--- src/verilog/rwcc_defines.svh ---
`ifndef RWCC_DEFINES_SVH
`define RWCC_DEFINES_SVH

// ==========================================================================
// Register offsets (byte addresses on the APB)
`define RWCC_OFS_CAUSE      12'h000
`define RWCC_OFS_CTRL       12'h004
`define RWCC_OFS_WDOG_KICK  12'h008
`define RWCC_OFS_TICK_DIV   12'h00C
`define RWCC_OFS_STATUS     12'h010

// ==========================================================================
// Field positions
`define RWCC_CAUSE_POR_BIT   0
`define RWCC_CAUSE_WDOG_BIT  1
`define RWCC_CAUSE_PC_BIT    2
`define RWCC_CAUSE_SW_BIT    3
`define RWCC_CAUSE_DIP_BIT   4
`define RWCC_CTRL_SWRST_BIT  0
`define RWCC_STAT_AON_BIT    0
`define RWCC_STAT_CORE_BIT   1
`define RWCC_STAT_PAD_BIT    2
`define RWCC_STAT_REG_BIT    3
`define RWCC_STAT_WCNT_LSB   16

// ==========================================================================
// Reset values
`define RWCC_CAUSE_RESET     5'h01
`define RWCC_TICK_DIV_RESET  8'h0A

// ==========================================================================
// Timing counts
`define RWCC_RC_PULSES       3
`define RWCC_XTAL_EDGES      1024
`define RWCC_RC_FREQ_HZ      10000
`define RWCC_WDOG_TIMEOUT_MS 2000

`endif

--- src/verilog/rwcc_pkg.sv ---
package rwcc_pkg;

  // ========================================================================
  // APB carriers
  typedef struct packed {
    logic        psel;
    logic        penable;
    logic        pwrite;
    logic [11:0] paddr;
    logic [31:0] pwdata;
  } rwcc_apb_req_t;

  typedef struct packed {
    logic        pready;
    logic        pslverr;
    logic [31:0] prdata;
  } rwcc_apb_rsp_t;

  // ========================================================================
  // Sequencer states and reset causes
  typedef enum logic [2:0] {
    RWCC_ST_AON_RST,
    RWCC_ST_CORE_WAIT,
    RWCC_ST_CORE_CNT,
    RWCC_ST_RUN
  } rwcc_state_t;

  typedef struct packed {
    logic dip;
    logic sw;
    logic pc;
    logic wdog;
    logic por;
  } rwcc_cause_t;

endpackage

--- src/verilog/rwcc_sync.sv ---
`timescale 1ns/100ps

// ==========================================================================
// Two-stage synchroniser for pins and foreign clocks
module rwcc_sync #(
  parameter int W = 1
) (
  // Clock and reset
  input  wire logic         i_ref_clk,
  input  wire logic         i_resetn,
  // Data
  input  wire logic [W-1:0] i_async,
  output logic      [W-1:0] o_sync
);

  logic [W-1:0] meta_q;

  // First stage is read only by the second stage
  always_ff @(posedge i_ref_clk or negedge i_resetn) begin
    if (!i_resetn) begin
      meta_q <= '0;
      o_sync <= '0;
    end else begin
      meta_q <= i_async;
      o_sync <= meta_q;
    end
  end

endmodule // rwcc_sync

--- src/verilog/rwcc_top.sv ---
`timescale 1ns/100ps
`include "rwcc_defines.svh"

// Contract
// Log cause of each reset for software
// Five causes: POR, watchdog, PC, software, dip
// Hold always-on reset: pad ok, three RC pulses
// Hold core reset while regulator below threshold
// Count 1024 crystal edges before core release
// Free RC clock, programmable divider to 1kHz
// Divided tick clocks the sleep timer
// Watchdog on RC clock, resets near 2s
// Watchdog reset never reaches a pin
// Firmware may restart the watchdog count
// Host has no path to watchdog
// Restart clears counter; counter reaches limit
module rwcc_top #(
  parameter int WDOG_TIMEOUT_MS = `RWCC_WDOG_TIMEOUT_MS,
  parameter int RC_FREQ_HZ      = `RWCC_RC_FREQ_HZ,
  parameter int XTAL_EDGES      = `RWCC_XTAL_EDGES,
  parameter int RC_PULSES       = `RWCC_RC_PULSES
) (
  // Clock and reset
  input  wire logic                    i_ref_clk,
  input  wire logic                    i_resetn,
  // Analog and oscillator pins
  input  wire logic                    i_pad_supply_ok,
  input  wire logic                    i_reg_supply_ok,
  input  wire logic                    i_rc_osc,
  input  wire logic                    i_xtal_osc,
  // Core events
  input  wire logic                    i_pc_rollover,
  // Firmware APB port
  input  wire rwcc_pkg::rwcc_apb_req_t i_apb,
  output rwcc_pkg::rwcc_apb_rsp_t      o_apb,
  // Reset and tick outputs
  output logic                         o_aon_resetn,
  output logic                         o_core_resetn,
  output logic                         o_sleep_tick
);

  import rwcc_pkg::*;

  // ========================================================================
  // Derived widths and counts
  localparam int WDOG_LIMIT_I = (WDOG_TIMEOUT_MS * RC_FREQ_HZ) / 1000;
  localparam int WDOG_W       = $clog2(WDOG_LIMIT_I + 1);
  localparam int XTAL_W       = $clog2(XTAL_EDGES + 1);
  localparam int RCP_W        = $clog2(RC_PULSES + 1);
  localparam logic [WDOG_W-1:0] WDOG_LIMIT = WDOG_W'(WDOG_LIMIT_I);
  localparam logic [XTAL_W-1:0] XTAL_LAST  = XTAL_W'(XTAL_EDGES - 1);
  localparam logic [RCP_W-1:0]  RCP_LAST   = RCP_W'(RC_PULSES);

  // Address match used by both the read mux and the write strobes
  function automatic logic addr_is(input logic [11:0] a, input logic [11:0] ofs);
    return (a == ofs);
  endfunction

  // ========================================================================
  // Pin synchronisers and edge detection
  logic [3:0] sync_w;
  logic       pad_ok;
  logic       reg_ok;
  logic       rc_s;
  logic       xtal_s;
  logic       rc_prev_q;
  logic       xtal_prev_q;
  logic       rc_rise;
  logic       xtal_rise;

  rwcc_sync #(
    .W (4)
  ) u_sync (
    .i_ref_clk (i_ref_clk),
    .i_resetn  (i_resetn),
    .i_async   ({i_xtal_osc, i_rc_osc, i_reg_supply_ok, i_pad_supply_ok}),
    .o_sync    (sync_w)
  );

  assign pad_ok = sync_w[0];
  assign reg_ok = sync_w[1];
  assign rc_s   = sync_w[2];
  assign xtal_s = sync_w[3];

  // Edge history taken from the synchronised copies only
  always_ff @(posedge i_ref_clk or negedge i_resetn) begin
    if (!i_resetn) begin
      rc_prev_q   <= 1'b0;
      xtal_prev_q <= 1'b0;
    end else begin
      rc_prev_q   <= rc_s;
      xtal_prev_q <= xtal_s;
    end
  end

  // The crystal is faster than the reference clock, so some of its edges
  // alias away; the count then only stretches the core release, never shortens it
  assign rc_rise   = rc_s & ~rc_prev_q;
  assign xtal_rise = xtal_s & ~xtal_prev_q;

  // ========================================================================
  // APB decode
  logic apb_acc;
  logic apb_wr;
  logic mapped;
  logic wr_ctrl;
  logic wr_kick;
  logic wr_div;

  assign apb_acc = i_apb.psel & i_apb.penable;
  assign apb_wr  = apb_acc & i_apb.pwrite;
  assign mapped  = addr_is(i_apb.paddr, `RWCC_OFS_CAUSE)
                 | addr_is(i_apb.paddr, `RWCC_OFS_CTRL)
                 | addr_is(i_apb.paddr, `RWCC_OFS_WDOG_KICK)
                 | addr_is(i_apb.paddr, `RWCC_OFS_TICK_DIV)
                 | addr_is(i_apb.paddr, `RWCC_OFS_STATUS);
  assign wr_ctrl = apb_wr & addr_is(i_apb.paddr, `RWCC_OFS_CTRL);
  assign wr_kick = apb_wr & addr_is(i_apb.paddr, `RWCC_OFS_WDOG_KICK);
  assign wr_div  = apb_wr & addr_is(i_apb.paddr, `RWCC_OFS_TICK_DIV);

  // ========================================================================
  // Reset sequencer
  rwcc_state_t       state_q;
  logic [RCP_W-1:0]  rcp_cnt_q;
  logic [XTAL_W-1:0] xtal_cnt_q;
  logic [WDOG_W-1:0] wdog_cnt_q;
  logic              wdog_fire;
  logic              sw_req;
  logic              pc_req;
  logic              run;

  assign run       = (state_q == RWCC_ST_RUN);
  assign wdog_fire = run & (wdog_cnt_q >= WDOG_LIMIT);
  assign sw_req    = run & wr_ctrl & i_apb.pwdata[`RWCC_CTRL_SWRST_BIT];
  assign pc_req    = run & i_pc_rollover;

  // Loss of the pad supply restarts both reset domains, a core event only the core
  always_ff @(posedge i_ref_clk or negedge i_resetn) begin
    if (!i_resetn) begin
      state_q <= RWCC_ST_AON_RST;
    end else if (!pad_ok) begin
      state_q <= RWCC_ST_AON_RST;
    end else begin
      unique case (state_q)
        RWCC_ST_AON_RST: begin
          if (rcp_cnt_q == RCP_LAST) state_q <= RWCC_ST_CORE_WAIT;
        end
        RWCC_ST_CORE_WAIT: begin
          if (reg_ok) state_q <= RWCC_ST_CORE_CNT;
        end
        RWCC_ST_CORE_CNT: begin
          if (!reg_ok) begin
            state_q <= RWCC_ST_CORE_WAIT;
          end else if (xtal_rise && xtal_cnt_q == XTAL_LAST) begin
            state_q <= RWCC_ST_RUN;
          end
        end
        RWCC_ST_RUN: begin
          if (!reg_ok || wdog_fire || sw_req || pc_req) begin
            state_q <= RWCC_ST_CORE_WAIT;
          end
        end
        // Unused codes of the 3-bit state fall back to a full restart
        default: begin
          state_q <= RWCC_ST_AON_RST;
        end
      endcase
    end
  end

  // RC pulses counted only with the pad supply up
  always_ff @(posedge i_ref_clk or negedge i_resetn) begin
    if (!i_resetn) begin
      rcp_cnt_q <= '0;
    end else if (!pad_ok) begin
      rcp_cnt_q <= '0;
    end else if (state_q == RWCC_ST_AON_RST && rc_rise && rcp_cnt_q != RCP_LAST) begin
      rcp_cnt_q <= rcp_cnt_q + RCP_W'(1);
    end
  end

  // Crystal edge counter restarts whenever the regulator is not good
  always_ff @(posedge i_ref_clk or negedge i_resetn) begin
    if (!i_resetn) begin
      xtal_cnt_q <= '0;
    end else if (state_q != RWCC_ST_CORE_CNT || !reg_ok) begin
      xtal_cnt_q <= '0;
    end else if (xtal_rise) begin
      xtal_cnt_q <= xtal_cnt_q + XTAL_W'(1);
    end
  end

  // Reset outputs; the watchdog reset only acts through the core reset
  always_ff @(posedge i_ref_clk or negedge i_resetn) begin
    if (!i_resetn) begin
      o_aon_resetn  <= 1'b0;
      o_core_resetn <= 1'b0;
    end else begin
      o_aon_resetn  <= pad_ok && (state_q != RWCC_ST_AON_RST);
      o_core_resetn <= pad_ok && reg_ok && run && !wdog_fire
                       && !sw_req && !pc_req;
    end
  end

  // ========================================================================
  // Reset cause, one-hot, rewritten by every new reset
  rwcc_cause_t cause_q;

  always_ff @(posedge i_ref_clk or negedge i_resetn) begin
    if (!i_resetn) begin
      cause_q <= rwcc_cause_t'(`RWCC_CAUSE_RESET);
    end else if (!pad_ok) begin
      cause_q <= rwcc_cause_t'(`RWCC_CAUSE_RESET);
    end else if (run && !reg_ok) begin
      cause_q <= '{dip: 1'b1, default: 1'b0};
    end else if (wdog_fire) begin
      cause_q <= '{wdog: 1'b1, default: 1'b0};
    end else if (pc_req) begin
      cause_q <= '{pc: 1'b1, default: 1'b0};
    end else if (sw_req) begin
      cause_q <= '{sw: 1'b1, default: 1'b0};
    end
  end

  // ========================================================================
  // Watchdog, counted in RC edges; only firmware can touch it
  always_ff @(posedge i_ref_clk or negedge i_resetn) begin
    if (!i_resetn) begin
      wdog_cnt_q <= '0;
    end else if (!run || wr_kick) begin
      wdog_cnt_q <= '0;
    end else if (rc_rise && wdog_cnt_q < WDOG_LIMIT) begin
      wdog_cnt_q <= wdog_cnt_q + WDOG_W'(1);
    end
  end
  // No host port exists on this block, so nothing else reaches the count

  // ========================================================================
  // Calibrated tick divider on the free-running RC clock
  logic [7:0] div_q;
  logic [7:0] div_cnt_q;
  logic [7:0] div_last;

  // A ratio of zero would wrap to a tick every 256 RC edges, so it behaves as one
  assign div_last = (div_q == 8'h00) ? 8'h00 : div_q - 8'h01;

  always_ff @(posedge i_ref_clk or negedge i_resetn) begin
    if (!i_resetn) begin
      div_q <= `RWCC_TICK_DIV_RESET;
    end else if (wr_div) begin
      div_q <= i_apb.pwdata[7:0];
    end
  end

  // Tick is one reference cycle wide, once per div_q RC edges
  always_ff @(posedge i_ref_clk or negedge i_resetn) begin
    if (!i_resetn) begin
      div_cnt_q    <= 8'h00;
      o_sleep_tick <= 1'b0;
    end else begin
      o_sleep_tick <= 1'b0;
      if (rc_rise) begin
        if (div_cnt_q >= div_last) begin
          div_cnt_q    <= 8'h00;
          o_sleep_tick <= 1'b1;
        end else begin
          div_cnt_q <= div_cnt_q + 8'h01;
        end
      end
    end
  end

  // ========================================================================
  // APB read data and response; zero wait states
  logic [31:0] rd_d;
  logic [31:0] rd_q;

  always_comb begin
    rd_d = 32'h0000_0000;
    if (addr_is(i_apb.paddr, `RWCC_OFS_CAUSE)) begin
      rd_d[4:0] = cause_q;
    end else if (addr_is(i_apb.paddr, `RWCC_OFS_TICK_DIV)) begin
      rd_d[7:0] = div_q;
    end else if (addr_is(i_apb.paddr, `RWCC_OFS_STATUS)) begin
      rd_d[`RWCC_STAT_AON_BIT]  = o_aon_resetn;
      rd_d[`RWCC_STAT_CORE_BIT] = o_core_resetn;
      rd_d[`RWCC_STAT_PAD_BIT]  = pad_ok;
      rd_d[`RWCC_STAT_REG_BIT]  = reg_ok;
      rd_d[`RWCC_STAT_WCNT_LSB +: WDOG_W] = wdog_cnt_q;
    end
  end

  assign o_apb.pready  = 1'b1;
  assign o_apb.pslverr = apb_acc & ~mapped;
  assign o_apb.prdata  = rd_q;

  // Read data is registered in the setup cycle, so the access phase still
  // answers at once; the trade-off is a value one cycle old
  always_ff @(posedge i_ref_clk or negedge i_resetn) begin
    if (!i_resetn) begin
      rd_q <= 32'h0000_0000;
    end else if (i_apb.psel && !i_apb.penable && !i_apb.pwrite) begin
      rd_q <= rd_d;
    end else begin
      rd_q <= 32'h0000_0000;                                         // Zero outside reads
    end
  end

endmodule // rwcc_top

--- config.mk ---
export PLATFORM = sky130hd
export DESIGN_NAME = rwcc_top
export DESIGN_NICKNAME = d
export VERILOG_FILES = /design/src/verilog/rwcc_pkg.sv /design/src/verilog/rwcc_sync.sv /design/src/verilog/rwcc_top.sv
export VERILOG_INCLUDE_DIRS = /design/src /design/src/verilog
export SDC_FILE = /design/constraint.sdc
export NUM_CORES = 1
export LEC_CHECK = 0
export BUFFER_PORTS_ARGS = -buffer_cell sky130_fd_sc_hd__buf_4
export CAP_MARGIN = 25
export CORE_MARGIN = 2
export CORE_UTILIZATION = 59
export DETAILED_ROUTE_END_ITERATION = 10
export GPL_TIMING_DRIVEN = 0
export PLACE_DENSITY_LB_ADDON = 0.05
export SYNTH_ARGS = -nofsm -noshare
export SYNTH_HDL_FRONTEND = slang
export SYNTH_SLANG_ARGS = --single-unit
--- constraint.sdc ---
create_clock -name i_ref_clk -period 7.65 [get_ports i_ref_clk]
set_input_delay 1.53 -clock i_ref_clk [delete_from_list [all_inputs] [get_ports i_ref_clk]]
set_output_delay 1.53 -clock i_ref_clk [all_outputs]
set_load 0.01 [all_outputs]
==> flow_metrics.py <==
metrics = {
    "outcome": {
        "status": "completed",
    },
    "setup_path": {
        "cp.arrival_ps": 2470,
        "crit_fanout": 8,
        "crit_path_end_kind": "output port",
        "critPathRequiredTime_ps": 6120,
        "startpoint_type": "input port",
        "reg2reg_depth": 11,
        "critPathKind": "in -> out",
    },
    "routing": {
        "vias_per_cell": 5.604,
        "drc_errors": 0,
        "wl_per_cell_um": 14.79,
        "drtIter0Drc": 160,
        "routed_wl_um": 8696,
        "drtPass1Iterations": 4,
        "antenna_left": 0,
        "via_count": 3295,
    },
    "die": {
        "dieHeight_um": 88.97,
        "io_pins": 91,
        "initial_core_util_pct": 61.67,
        "die_w_um": 88.97,
        "row_count": 30,
        "fp.dieArea_mm2": 0.007915,
        "coreArea_mm2": 0.006907,
    },
    "clock_tree": {
        "cts_tree": "yes",
        "post-cts-setup-buffers": 0,
        "htree_levels": 3,
        "clock_latency_ps": 350,
        "numCtsBuffers": 9,
        "clkTransAtPathRegs_ps": 80,
        "cts_buffer_depth": 2,
        "cts_resized": 0,
        "cts_num_sinks": 87,
        "root_buffer": "clkbuf_8",
        "hold_buffers": 0,
    },
    "power": {
        "vdd_drop_max_uv": 103.5,
        "power_density_mw_per_mm2": 186.2,
        "p_comb_share_pct": 12.6,
        "netSwitchingFraction_pct": 26.45,
        "p_leak_nw": 2.344,
        "clkPwrFrac_pct": 34.3,
        "power_frac_seq_pct": 53.1,
        "p_int_mw": 0.6915,
        "switchingPower_mw": 0.2487,
    },
    "sta": {
        "worst_slew_pin_slew_ps": 589.7,
        "setup_viol": 0,
        "finalHoldViolations": 0,
        "tns_ps": 0,
        "min_period_ps": 3998,
        "holdWs_ps": 352.0,
        "relSlewSlack_pct": 59.67,
        "slew_viol_final": 0,
        "period_share_pct": 52.26,
        "grt_setup_unrepaired": "false",
        "fmax_mhz": 250.1,
        "clock_skew_ps": 14.22,
    },
    "synthesis": {
        "synth_enable_flop_cells": 0,
        "yosys.cell_types.count": 51,
        "synth_warnings": 0,
        "synth-seq-cells": 87,
        "syn_area_mm2": 0.004259,
        "syn_inst": 412,
        "yosysSeqAreaShare_pct": 51.20,
        "async_flop_share_pct": 100.0,
        "syn_avg_cell_area_um2": 10.34,
        "synth_flop_cell": "dfrtp_1",
    },
    "grt": {
        "antenna_found_initial": 0,
        "grt_max_degree": 59,
        "grt_overflow_total": 0,
        "grtUsageMet2_pct": 40.16,
        "grt-busiest-layer": "met2",
        "grt_pass1_wl_um": 14520,
        "grt_use_met3_pct": 4.247,
        "use_met1_pct": 31.13,
        "grt_use_total_pct": 23.70,
        "grt_pass1_vias": 3186,
    },
    "hold_path": {
        "min_path_cells": 0,
        "hold_class": "reg -> reg",
    },
    "cells_and_area": {
        "final-seq-area_mm2": 0.002181,
        "diodes": 0,
        "nets": 555,
        "areaGrowthSynthToFinish_pct": 18.57,
        "mostFrequentLayoutCells": "dfrtp_1 (84), buf_4 (65), nor2_1 (37), nand2_1 (31), a21oi_1 (25)",
        "post_route_cells_drive_above_1_share_pct": 19.51,
        "layout_commonest_cell": "dfrtp_1",
        "final_util_pct": 73.12,
        "fill_cells": 541,
        "multi_input_area_mm2": 0.001922,
    },
    "place": {
        "gp_congestion": 0.8253,
        "dp_hpwl_um": 6467,
        "io_buffers": 55,
    },
    "job": {
        "drv_cap": 0,
    },
}
power groups by stage:
stage	sequential (mW)	clock (mW)	combinational [mW]
after detailed placement	0.508	0	0.120
after floorplan	0.504	0	0.0728
final	0.499	0.322	0.119
after global routing	0.503	0.348	0.135
after CTS	0.500	0.327	0.121
after global placement	0.507	0	0.113
stage by stage:
step,power [mW],cell area [µm²],setup slack [ps],instances
after floorplan,0.5766,4289,3857,420
after global placement,0.6205,4822,3645,571
after detailed placement,0.6281,4850,3653,572
after CTS,0.9483,5050,3654,588
after global routing,0.9855,5050,3538,588
final,0.9402,5050,3652,588
final cells by class:
| class | count | area share, % |
|---|---|---|
| Buffer | 23 | 2.800 |
| Clock buffer | 12 | 2.874 |
| Timing Repair Buffer | 56 | 8.722 |
| Multi-Input combinational cell | 298 | 38.06 |
| Inverter | 12 | 0.8920 |
| Sequential cell | 87 | 43.19 |
| Clock inverter | 4 | 1.090 |
| Tap cell | 96 | 2.379 |
flip-flops by register name (all words and copies together) (netlist names), 2 cells and up:
register,count
u_sync.o_sync,4
rcp_cnt_q,2
u_sync.meta_q,4
cause_q,5
state_q,2
div_q,8
rd_q,23
wdog_cnt_q,15
div_cnt_q,8
xtal_cnt_q,11
worst max-delay path, stage by stage:
cell and delay, ps:
clkbuf_1 330, o21ai_0 210, a41oi_1 240, buf_4 150
final timing paths:
kind                                                 start                    endpoint  slack [ps]
worst max register to register        div_q[0]$_DFFE_PN0P_      o_sleep_tick$_DFF_PN0_        4560
min in group asynchronous                         i_resetn    div_cnt_q[5]$_DFFE_PN0P_        1090
worst min-delay path            u_sync.meta_q[0]$_DFF_PN0_  u_sync.o_sync[0]$_DFF_PN0_         350
worst max-delay path                             i_apb[36]                   o_apb[32]        3650
worst min register to register  u_sync.meta_q[0]$_DFF_PN0_  u_sync.o_sync[0]$_DFF_PN0_         350
max in group asynchronous                         i_resetn   wdog_cnt_q[4]$_DFFE_PN0P_        5930
metal layers:
layer,part of all wire [%],up-vias,routed length [µm]
li1,-,1593,-
met1,43,1612,3765
met2,50,82,4321
met3,6.0,8,521
met4,1.0,0,87
met5,0,-,0
cell families (layout without fill, tap and decap cells):
| logic type | after synthesis | after routing | synth area share (%) |
|---|---|---|---|
| AO/OA/AOI/OAI | 71 | 71 | 10.75 |
| XOR/XNOR | 23 | 23 | 4.730 |
| adder cells (fa/ha/maj) | 14 | 14 | 4.113 |
| buffers and inverters | 35 | 107 | 4.377 |
| flip-flops | 87 | 87 | 51.20 |
| multiplexers | 14 | 14 | 3.496 |
| other | 2 | 10 | 0.1763 |
| AND/OR/NAND/NOR | 166 | 166 | 21.15 |
cell usage after synthesis (6+ instances only):
cell type	n	area, µm²
o21ai_0	12	60.06
and4_1	6	52.55
buf_4	10	75.07
mux2i_1	7	70.07
nor4_1	8	50.05
xor2_1	16	140.1
nand4_1	6	37.54
nor3_1	7	35.03
or4_1	11	82.58
dfrtp_1	84	2102
inv_1	12	45.04
xnor2_1	7	61.31
and3_1	8	50.05
nand3_1	14	70.07
a21oi_1	25	125.1
and2_1	18	112.6
nor2_1	37	138.9
o31ai_1	9	67.56
ha_1	14	175.2
nand2_1	31	116.4
clkbuf_1	9	33.78
(Power assumes the default switching activity.)
